File: src/design/ptfs_pkg.sv
// Constants for the power and thermal fault status bank
package ptfs_pkg;
    localparam int ADDR_W = 8;
    localparam int DATA_W = 8;
    localparam int RAIL_A_W = 8;
    localparam int RAIL_B_W = 5;
    localparam int SENSOR_N = 5;
    localparam int EVT_W = 4;
    localparam int SYNC_STAGES = 2;

    localparam logic [7:0] OFF_RAIL_A = 8'hb2;
    localparam logic [7:0] OFF_RAIL_B = 8'hb3;
    localparam logic [7:0] OFF_CRIT = 8'hb4;
    localparam logic [7:0] OFF_HOT = 8'hb5;
    localparam logic [7:0] OFF_EVT_STAT = 8'hc0;
    localparam logic [7:0] OFF_EVT_MASK = 8'hc1;

    localparam logic [7:0] RST_FLAGS = 8'h00;
    localparam logic [3:0] RST_EVT_MASK = 4'h0;

    // First rail register bit positions
    localparam int RA_LDO_A2 = 7;
    localparam int RA_SW_A1 = 6;
    localparam int RA_STEP6 = 5;
    localparam int RA_STEP5 = 4;
    localparam int RA_STEP4 = 3;
    localparam int RA_STEP3 = 2;
    localparam int RA_STEP2 = 1;
    localparam int RA_STEP1 = 0;
    // Second rail register bit positions
    localparam int RB_LDO_A1 = 4;
    localparam int RB_TERM = 3;
    localparam int RB_SW_B2 = 2;
    localparam int RB_SW_B1 = 1;
    localparam int RB_LDO_A3 = 0;
    // Sensor positions, shared by critical and hot registers
    localparam int TS_REST_DIE = 4;
    localparam int TS_TERM = 3;
    localparam int TS_TOP_RIGHT = 2;
    localparam int TS_TOP_LEFT = 1;
    localparam int TS_BOT_RIGHT = 0;
    // Event summary bit positions
    localparam int EV_RAIL_A = 0;
    localparam int EV_RAIL_B = 1;
    localparam int EV_CRIT = 2;
    localparam int EV_HOT = 3;
endpackage

File: src/design/ptfs_sync.sv
// Two-stage synchroniser for asynchronous fault levels
module ptfs_sync #(
    parameter int W = 8
) (
    input  wire logic         clk,
    input  wire logic         resetn,
    input  wire logic [W-1:0] async_in,
    output logic      [W-1:0] sync_out
);
    logic [W-1:0] meta_reg;

    // First stage feeds only the second
    always_ff @(posedge clk or negedge resetn) begin
        if (!resetn) begin
            meta_reg <= '0;
            sync_out <= '0;
        end else begin
            meta_reg <= async_in;
            sync_out <= meta_reg;
        end
    end
endmodule

File: src/design/ptfs_flags.sv
// Sticky write-one-to-clear flag register
module ptfs_flags #(
    parameter int W = 8
) (
    input  wire logic         clk,
    input  wire logic         resetn,
    input  wire logic [W-1:0] cond,
    input  wire logic [W-1:0] clr,
    output logic      [W-1:0] flags_reg,
    output logic              new_evt
);
    logic [W-1:0] flags_next;

    // Set wins over clear; a live condition cannot be wiped
    always_comb begin
        flags_next = (flags_reg & ~clr) | cond;
    end

    // Only a flag going from clear to set is a fresh event
    assign new_evt = |(cond & ~flags_reg);

    always_ff @(posedge clk or negedge resetn) begin
        if (!resetn) begin
            flags_reg <= '0;
        end else begin
            flags_reg <= flags_next;
        end
    end
endmodule

File: src/design/ptfs_top.sv
// Power and thermal fault status register bank
module ptfs_top (
    input  wire logic       clk,
    input  wire logic       resetn,
    input  wire logic [7:0] addr,
    input  wire logic [7:0] wr_data,
    input  wire logic       wr_en,
    input  wire logic       rd_en,
    output logic      [7:0] rd_data,
    output logic            irq,
    input  wire logic       fault_ldo_rail_a2,
    input  wire logic       fault_switch_rail_a1,
    input  wire logic       fault_step_down_ctrl_6,
    input  wire logic       fault_step_down_ctrl_5,
    input  wire logic       fault_step_down_ctrl_4,
    input  wire logic       fault_step_down_ctrl_3,
    input  wire logic       fault_step_down_ctrl_2,
    input  wire logic       fault_step_down_ctrl_1,
    input  wire logic       fault_ldo_rail_a1,
    input  wire logic       fault_ddr_termination_ldo,
    input  wire logic       fault_switch_rail_b2,
    input  wire logic       fault_switch_rail_b1,
    input  wire logic       fault_ldo_rail_a3,
    input  wire logic [4:0] above_critical_threshold,
    input  wire logic [4:0] above_hot_threshold
);
    localparam int AW = ptfs_pkg::RAIL_A_W;
    localparam int BW = ptfs_pkg::RAIL_B_W;
    localparam int SN = ptfs_pkg::SENSOR_N;
    localparam int EW = ptfs_pkg::EVT_W;
    localparam int ALLW = AW + BW + 2 * SN;

    logic [AW-1:0]   raw_a;
    logic [BW-1:0]   raw_b;
    logic [ALLW-1:0] raw_all;
    logic [ALLW-1:0] sync_all;
    logic [AW-1:0]   cond_a;
    logic [BW-1:0]   cond_b;
    logic [SN-1:0]   cond_crit;
    logic [SN-1:0]   cond_hot;
    logic [AW-1:0]   clr_a;
    logic [BW-1:0]   clr_b;
    logic [SN-1:0]   clr_crit;
    logic [SN-1:0]   clr_hot;
    logic [AW-1:0]   flags_a;
    logic [BW-1:0]   flags_b;
    logic [SN-1:0]   flags_crit;
    logic [SN-1:0]   flags_hot;
    logic [EW-1:0]   evt;
    logic [EW-1:0]   evt_stat_reg;
    logic [EW-1:0]   evt_stat_next;
    logic [EW-1:0]   evt_mask_reg;
    logic [7:0]      rd_data_next;
    logic            first_reg;

    // Rail fault bit mapping
    assign raw_a[ptfs_pkg::RA_LDO_A2] = fault_ldo_rail_a2;
    assign raw_a[ptfs_pkg::RA_SW_A1] = fault_switch_rail_a1;
    assign raw_a[ptfs_pkg::RA_STEP6] = fault_step_down_ctrl_6;
    assign raw_a[ptfs_pkg::RA_STEP5] = fault_step_down_ctrl_5;
    assign raw_a[ptfs_pkg::RA_STEP4] = fault_step_down_ctrl_4;
    assign raw_a[ptfs_pkg::RA_STEP3] = fault_step_down_ctrl_3;
    assign raw_a[ptfs_pkg::RA_STEP2] = fault_step_down_ctrl_2;
    assign raw_a[ptfs_pkg::RA_STEP1] = fault_step_down_ctrl_1;
    assign raw_b[ptfs_pkg::RB_LDO_A1] = fault_ldo_rail_a1;
    assign raw_b[ptfs_pkg::RB_TERM] = fault_ddr_termination_ldo;
    assign raw_b[ptfs_pkg::RB_SW_B2] = fault_switch_rail_b2;
    assign raw_b[ptfs_pkg::RB_SW_B1] = fault_switch_rail_b1;
    assign raw_b[ptfs_pkg::RB_LDO_A3] = fault_ldo_rail_a3;

    // Sensor vectors arrive already in register bit order
    assign raw_all = {above_hot_threshold, above_critical_threshold,
                      raw_b, raw_a};

    // Analog comparators are asynchronous to clk
    ptfs_sync #(
        .W (ALLW)
    ) u_sync (
        .clk      (clk),
        .resetn   (resetn),
        .async_in (raw_all),
        .sync_out (sync_all)
    );

    assign cond_a = sync_all[AW-1:0];
    assign cond_b = sync_all[AW+BW-1:AW];
    assign cond_crit = sync_all[AW+BW+SN-1:AW+BW];
    assign cond_hot = sync_all[ALLW-1:AW+BW+SN];

    // Write-one-to-clear strobes per register
    // Bus signals are arguments so the assigns follow them
    function automatic logic [7:0] w1c(input logic       we,
                                       input logic [7:0] a,
                                       input logic [7:0] d,
                                       input logic [7:0] off);
        w1c = (we && a == off) ? d : 8'h00;
    endfunction

    assign clr_a = w1c(wr_en, addr, wr_data,
                       ptfs_pkg::OFF_RAIL_A);
    assign clr_b = BW'(w1c(wr_en, addr, wr_data,
                           ptfs_pkg::OFF_RAIL_B));
    assign clr_crit = SN'(w1c(wr_en, addr, wr_data,
                              ptfs_pkg::OFF_CRIT));
    assign clr_hot = SN'(w1c(wr_en, addr, wr_data,
                             ptfs_pkg::OFF_HOT));

    ptfs_flags #(
        .W (AW)
    ) u_flags_a (
        .clk       (clk),
        .resetn    (resetn),
        .cond      (cond_a),
        .clr       (clr_a),
        .flags_reg (flags_a),
        .new_evt   (evt[ptfs_pkg::EV_RAIL_A])
    );

    ptfs_flags #(
        .W (BW)
    ) u_flags_b (
        .clk       (clk),
        .resetn    (resetn),
        .cond      (cond_b),
        .clr       (clr_b),
        .flags_reg (flags_b),
        .new_evt   (evt[ptfs_pkg::EV_RAIL_B])
    );

    // One instance per threshold, five sensors each
    ptfs_flags #(
        .W (SN)
    ) u_flags_crit (
        .clk       (clk),
        .resetn    (resetn),
        .cond      (cond_crit),
        .clr       (clr_crit),
        .flags_reg (flags_crit),
        .new_evt   (evt[ptfs_pkg::EV_CRIT])
    );

    ptfs_flags #(
        .W (SN)
    ) u_flags_hot (
        .clk       (clk),
        .resetn    (resetn),
        .cond      (cond_hot),
        .clr       (clr_hot),
        .flags_reg (flags_hot),
        .new_evt   (evt[ptfs_pkg::EV_HOT])
    );

    // Event summary: set wins over write-one clear
    always_comb begin
        evt_stat_next = (evt_stat_reg
                         & ~EW'(w1c(wr_en, addr, wr_data,
                                    ptfs_pkg::OFF_EVT_STAT))) | evt;
    end

    always_ff @(posedge clk or negedge resetn) begin
        if (!resetn) begin
            evt_stat_reg <= '0;
        end else begin
            evt_stat_reg <= evt_stat_next;
        end
    end

    always_ff @(posedge clk or negedge resetn) begin
        if (!resetn) begin
            evt_mask_reg <= ptfs_pkg::RST_EVT_MASK;
        end else if (wr_en && addr == ptfs_pkg::OFF_EVT_MASK) begin
            evt_mask_reg <= wr_data[EW-1:0];
        end
    end

    // Level output, one cycle behind the status it reflects
    always_ff @(posedge clk or negedge resetn) begin
        if (!resetn) begin
            irq <= 1'b0;
        end else begin
            irq <= |(evt_stat_reg & evt_mask_reg);
        end
    end

    // Narrow registers pad with zeros; unmapped reads give zero
    always_comb begin
        case (addr)
            ptfs_pkg::OFF_RAIL_A:   rd_data_next = flags_a;
            ptfs_pkg::OFF_RAIL_B:
                rd_data_next = {3'h0, flags_b};
            ptfs_pkg::OFF_CRIT:
                rd_data_next = {3'h0, flags_crit};
            ptfs_pkg::OFF_HOT:
                rd_data_next = {3'h0, flags_hot};
            ptfs_pkg::OFF_EVT_STAT: rd_data_next = {4'h0, evt_stat_reg};
            ptfs_pkg::OFF_EVT_MASK: rd_data_next = {4'h0, evt_mask_reg};
            default:                rd_data_next = 8'h00;
        endcase
    end

    // Data stands only in the cycle after the strobe
    always_ff @(posedge clk or negedge resetn) begin
        if (!resetn) begin
            rd_data <= ptfs_pkg::RST_FLAGS;
        end else if (rd_en) begin
            rd_data <= rd_data_next;
        end else begin
            rd_data <= 8'h00;
        end
    end

    // Marks the first cycle after reset release, for checking only
    always_ff @(posedge clk or negedge resetn) begin
        if (!resetn) begin
            first_reg <= 1'b1;
        end else begin
            first_reg <= 1'b0;
        end
    end
endmodule

File: config.mk
export PLATFORM = sky130hd
export DESIGN_NAME = ptfs_top
export DESIGN_NICKNAME = d
export VERILOG_FILES = /design/src/design/ptfs_pkg.sv /design/src/design/ptfs_sync.sv /design/src/design/ptfs_flags.sv /design/src/design/ptfs_top.sv
export SDC_FILE = /design/constraint.sdc
export NUM_CORES = 1
export LEC_CHECK = 0
export BUFFER_PORTS_ARGS = -buffer_cell sky130_fd_sc_hd__buf_2
export CAP_MARGIN = 15
export CORE_MARGIN = 3
export CORE_UTILIZATION = 50
export CTS_BUF_LIST = sky130_fd_sc_hd__clkbuf_16
export DETAILED_ROUTE_END_ITERATION = 16
export MAX_ROUTING_LAYER = met4
export PLACE_DENSITY = 0.86
export REMOVE_ABC_BUFFERS = 1
export SYNTH_ARGS = -nofsm -noshare
export SYNTH_HDL_FRONTEND = slang
export SYNTH_SLANG_ARGS = --single-unit
File: constraint.sdc
create_clock -name clk -period 1.1 [get_ports clk]
set_clock_uncertainty 0.05 [all_clocks]
set_input_delay 0.055 -clock clk [delete_from_list [all_inputs] [get_ports clk]]
set_output_delay 0.055 -clock clk [all_outputs]
set_load 0.05 [all_outputs]
==> results.cfg, run 1 <==
[floorplan]
initial_core_util_pct = 53.3
coreArea_um2 = 6130
die_h_um = 86.9
rows = 28
die_w_um = 86.9
fp.dieArea_um2 = 7550
io_pins = 52

[power_and_ir_drop]
p_leak_nw = 2.12
power_density_nw_per_um2 = 1500
ir_worst_vdd_mv = 1.14

[cells_and_area]
synthToLayoutAreaGrowth_pct = 43.0
drive_gt1_share_pct = 37.9
antenna_cells = 0
nNetsFinal = 408

[global_route]
antenna_found_initial = 0
track_usage_pct = 23.5
overflow = 0
grt_max_degree = 87
grt_pass1_wl_mm = 12.7
grt_pass1_vias = 2474

[route]
wire_per_inst_um = 19.0
drt_first_pass_iters = 5
via_count = 2594
ant_nets = 0
drtIter0Drc = 344
viasPerCell = 5.84
drc = 0
totalWireLength_mm = 8.42

[logic_synthesis]
yosysTopAreaCellShare_pct = 65.8
netlist_area_um2 = 3270
yosysSeqAreaShare_pct = 65.8
yosysWarnings = 0
synth_edf_count = 0
synth_area_leader_cell = dfrtp_1
async_flop_share_pct = 100
synthTopCellsByArea = dfrtp_1 66%, a21o_1 4.8%, nand4_1 4.2%
ys.flop_type = dfrtp_1
avgSynthCellArea_um2 = 13.3
netlist_top_cells_count = 86 x dfrtp_1, 22 x nand4_1, 21 x a21o_1, 14 x inv_1, 10 x mux2i_1
synth.distinct_cells = 36
yosysMostFrequentCell = dfrtp_1
synth_seq_cells = 86
syn_inst = 246

[sta]
fin_crit_sh_pct = 116
max_freq_ghz = 0.782
slew_headroom_pct = 71.5
setup_violations = 13
finalCriticalPeriod_ns = 1.28
hold_viol = 0
whs_ns = 0.0144
fin_ws_ns = -0.179
tightest_slew_ns = 0.428
final_max_slew_viol_count = 0
rsz0062_at_grt = true

[clock_network]
cts_tree = built
cts_made_buffers = 9
worst_setup_hold_path_clk_slew_ns = 0.07
root_buffer = clkbuf_16
htreeDepth = 3
cts.sinks = 86
cts_max_path_buffers = 2
clk_latency_ns = 0.34

[critical_path]
reg2reg_depth = 4
end_kind = flop
cp_data_arrival_time_ns = 1.43
critPathKind = reg2reg
rr_endpoint = evt_stat_reg[0]
crit_path_max_fanout = 2
crit_required_ns = 1.25
start_kind = flop
r2r_slack_ns = -0.18
r2r_start = u_sync.sync_out[4]

[worst_hold_path]
hp-start = wr_data[4]
min_to = u_flags_crit.flags_reg[4]
min_path_type = in2reg
hold_depth = 3

[placed_design]
dp_hpwl_mm = 4.89
gp_congestion = 0.906
io_buffers = 51
pre_cts_ws_ns = -0.578

[status]
status = complete, but fails checks
violations = negative setup slack

[run]
maxCapViolCount = 0
cells in the final DEF (no fill, tap or decap), types with 5 or more instances in the layout:
| cell | Yosys | final |
|---|---|---|
| inv_1 | 14 | 14 |
| buf_6 | 0 | 7 |
| mux2i_1 | 10 | 5 |
| and2_1 | 5 | 5 |
| buf_4 | 0 | 34 |
| nand2b_1 | 8 | 8 |
| clkbuf_16 | 0 | 9 |
| a21o_1 | 21 | 21 |
| nand4_1 | 22 | 22 |
| nor2b_1 | 6 | 5 |
| dfrtp_1 | 86 | 86 |
| buf_2 | 1 | 48 |
| dlygate4sd3_1 | 0 | 26 |
final cells by class:
type                       count  area (um^2)
tap                           75         93.8
clock buffer                   9          225
sequential                    86         2150
fill                         358         1450
clock inverter                 6         78.8
timing repair buffer         118          895
inverter                      14         52.6
multi-input combinational    136         1180
critical path: stages, from the launching register on:
cell and delay (ns):
dfrtp_1 0.38, nor2b_4 0.14, a2111oi_4 0.34, buf_4 0.17, nand4_1 0.08
stage by stage:
step	utilization, %	instances	cell area, um^2	power [mW]	setup TNS, ns
floorplan	-	236	3230	3.51	-26.41
global placement	63.4	397	3890	3.82	-10.64
detailed placement	63.4	397	3890	3.84	-11.92
CTS	74.9	442	4590	7.00	-0.687
global route	76.3	444	4680	7.26	-1.31
finish	76.3	444	4680	7.02	-1.01
layer usage:
metal  part of all wire [%]  track usage, %  wire length, um
met1                     40            29.3             3350
met2                     49            37.0             4090
met3                    8.5            4.07              713
met4                    3.2            11.8              272
met5                      0               -                0
cells by family after synthesis:
group | synth area share (%)
buf+inv | 2.79
mux | 5.82
compound gates | 10.2
simple gates | 15.4
flops | 65.8
timing repair:
item | 4_1_cts | 5_1_grt
hold buffers | 26 | 0
pin swaps | 10 | 6
endpoints found under the setup margin | 12 | 33
gates cloned | 0 | 1
hold endpoints to repair | 111 | 0
buffers inserted | 4 | 1
gates resized for setup | 21 | 17
report_power, final:
group	switching (mW)	internal [mW]	leakage [nW]
sequential	0.0536	3.27	0.953
combinational	0.301	0.293	1.01
clock	1.15	1.95	0.156
worst max-delay path by stage:
stage,from,end,slack [ns],cells past startpoint
3_3_place_gp,addr[2],evt_mask_reg[1],-0.54,4
4_1_cts,u_sync.sync_out[4],evt_stat_reg[0],-0.17,4
3_5_place_dp,addr[2],evt_mask_reg[1],-0.58,4
6_report,u_sync.sync_out[4],evt_stat_reg[0],-0.18,4
5_1_grt,u_sync.sync_out[4],evt_stat_reg[0],-0.23,4
2_1_floorplan,wr_en,u_flags_b.flags_reg[0],-1.10,3
No activity file was read; power rests on OpenSTA's default activity.
==> run 2, diff against run 1 <==
--- a/config.mk
+++ b/config.mk
@@ -11,9 +11,11 @@
 export CORE_UTILIZATION = 50
 export CTS_BUF_LIST = sky130_fd_sc_hd__clkbuf_16
 export DETAILED_ROUTE_END_ITERATION = 16
+export GPL_TIMING_DRIVEN = 0
 export MAX_ROUTING_LAYER = met4
 export PLACE_DENSITY = 0.86
 export REMOVE_ABC_BUFFERS = 1
 export SYNTH_ARGS = -nofsm -noshare
 export SYNTH_HDL_FRONTEND = slang
+export SYNTH_HIERARCHICAL = 1
 export SYNTH_SLANG_ARGS = --single-unit
==> run 2 against run 1 <==
  * The run still ends with negative setup slack left
  * Clock power hardly changed
  * Sequential share of layout area is 4.5 points higher
  * Highest routed layer unchanged
  * Largest cell class unchanged
  * Maximum frequency down 10%
  * Global-route usage down 3.2 points
  * Count of clock-buffer cells in the layout did not move
  * Critical path type unchanged
==> results.cfg, run 2 <==
[status]
status = complete, but fails checks
violations = negative setup slack

[critical_path]
r2r_slack_ns = -0.32
r2r_start = u_flags_hot/flags_reg[0]
crit_required_ns = 1.28
rr_endpoint = evt_stat_reg[3]
reg2reg_depth = 4
crit_path_max_fanout = 2
critPathKind = reg2reg
path_cells = inv_1 > a222oi_1 > o221ai_1 > a21o_1
cp_data_arrival_time_ns = 1.60
start_kind = flop
end_kind = flop
crit_slowest_cell = a222oi_1
max_stage_delay_ns = 0.44

[clock_network]
cts_made_buffers = 9
root_buffer = clkbuf_16
htreeDepth = 3
clk_latency_ns = 0.33
cts.sinks = 86
cts_tree = built
cts_max_path_buffers = 2
worst_setup_hold_path_clk_slew_ns = 0.06

[floorplan]
coreArea_um2 = 6030
io_pins = 52
die_h_um = 85.8
die_w_um = 85.8
rows = 28
initial_core_util_pct = 52.8
fp.dieArea_um2 = 7360

[logic_synthesis]
yosysTopAreaCellShare_pct = 67.6
ys.flop_type = dfrtp_1
synthTopCellsByArea = dfrtp_1 68%, and2_1 4.7%, mux2i_1 4.4%
synth_area_leader_cell = dfrtp_1
yosysMostFrequentCell = dfrtp_1
yosysWarnings = 6
yosysSeqAreaShare_pct = 67.6
synth_edf_count = 0
avgSynthCellArea_um2 = 13.3
synth_seq_cells = 86
syn_inst = 240
async_flop_share_pct = 100
netlist_top_cells_count = 86 x dfrtp_1, 36 x inv_1, 24 x and2_1, 14 x mux2i_1, 9 x o21bai_1
netlist_area_um2 = 3180
synth.distinct_cells = 31

[global_route]
grt_pass1_wl_mm = 10.9
grt_max_degree = 45
grt_pass1_vias = 2253
overflow = 0
antenna_found_initial = 0
track_usage_pct = 20.3

[run]
maxCapViolCount = 0

[sta]
rsz0062_at_grt = true
hold_viol = 0
slew_headroom_pct = 64.2
fin_ws_ns = -0.323
setup_violations = 4
whs_ns = 0.0276
tightest_slew_ns = 0.537
finalCriticalPeriod_ns = 1.42
final_max_slew_viol_count = 0
fin_crit_sh_pct = 129
max_freq_ghz = 0.703

[route]
drc = 0
via_count = 2173
viasPerCell = 5.24
totalWireLength_mm = 6.75
ant_nets = 0
wire_per_inst_um = 16.3
drtIter0Drc = 165
drt_first_pass_iters = 4

[placed_design]
pre_cts_ws_ns = -0.573
io_buffers = 51
place_area_um2 = 3540
dp_hpwl_mm = 4.10
gp_congestion = 0.814

[worst_hold_path]
min_to = evt_mask_reg[2]
hold_depth = 2
min_path_type = in2reg
hp-start = wr_data[2]

[power_and_ir_drop]
ir_worst_vdd_mv = 0.993
p_leak_nw = 2.20
power_density_nw_per_um2 = 1620

[cells_and_area]
synthToLayoutAreaGrowth_pct = 33.8
final_util_pct = 70.7
layout_common_cells = 86 x dfrtp_1, 49 x buf_2, 33 x inv_1, 30 x dlygate4sd3_1, 24 x and2_1
final_common_cell = dfrtp_1
drive_gt1_share_pct = 27.1
antenna_cells = 0
fill_cells = 408
design_area_um2 = 4260
nNetsFinal = 378
-- run 2: cell types whose count changed after synthesis, moves of 7 or more --
| cell | before | now |
|---|---|---|
| inv_1 | 14 | 36 |
| nand4_1 | 22 | 4 |
| and2_1 | 5 | 24 |
| nand2b_1 | 8 | 1 |
| o21bai_1 | 0 | 9 |
| a21o_1 | 21 | 4 |
| o21ai_1 | 0 | 8 |
-- run 2: cells by family after synthesis --
| logic type | share of synthesized area [%] |
|---|---|
| AOI/OAI and AO/OA | 10.6 |
| and+or+nand+nor | 11.2 |
| muxes | 5.82 |
| buffers and inverters | 4.80 |
| DFF | 67.6 |
-- run 2: area by class of cell --
class	instances	area [um^2]	area share, %
timing repair buffer	86	614	14.4
sequential	86	2150	50.5
tap	75	93.8	2.20
clock buffer	9	225	5.29
multi-input combinational	114	942	22.1
inverter	38	143	3.35
clock inverter	7	88.8	2.09
-- run 2: through the flow --
stage                     power [mW]  TNS, ns  cells
final                           6.90   -0.985    415
after global routing            7.14    -1.27    415
after CTS                       6.92   -0.961    412
after detailed placement        3.71   -14.02    365
after global placement          3.68   -69.51    364
after floorplan                 3.49   -0.274    238
-- run 2: metal layers --
| metal | global-route usage [%] | vias to the layer above | wire length (um) |
|---|---|---|---|
| li1 | - | 1021 | - |
| met1 | 26.5 | 1064 | 2810 |
| met3 | 5.96 | 11 | 452 |
| met4 | 8.06 | 0 | 100 |
| met5 | - | - | 0 |
| met2 | 30.1 | 77 | 3390 |
-- run 2: power breakdown --
group          switching [mW]  internal [mW]
Sequential             0.0561           3.28
Combinational           0.207          0.207
Clock                    1.17           1.97
-- run 2: worst max-delay path by stage --
stage	start	slack, ns	to	cells after the start
3_5_place_dp	addr[0]	-0.57	u_flags_hot/flags_reg[2]	5
6_report	u_flags_hot/flags_reg[0]	-0.32	evt_stat_reg[3]	4
4_1_cts	u_flags_hot/flags_reg[0]	-0.31	evt_stat_reg[3]	4
2_1_floorplan	u_sync/sync_out[7]	-0.17	evt_stat_reg[0]	4
3_3_place_gp	resetn	-0.67	u_flags_hot/flags_reg[2]	1
5_1_grt	u_flags_crit/flags_reg[0]	-0.36	evt_stat_reg[2]	4
-- run 2: critical path: cells and delay by family (launching register included) --
kind	cells	cell delay, ns
buf+inv	1	0.05
flops	1	0.34
compound gates	3	0.87
-- run 2: timing repair --
action | CTS | global route
hold buffers | 29 | 1
buffers inserted | 2 | 2
pin swaps | 1 | 2
endpoints found under the hold margin | 72 | 1
setup endpoints to repair | 24 | 18
gates resized for setup | 6 | 11
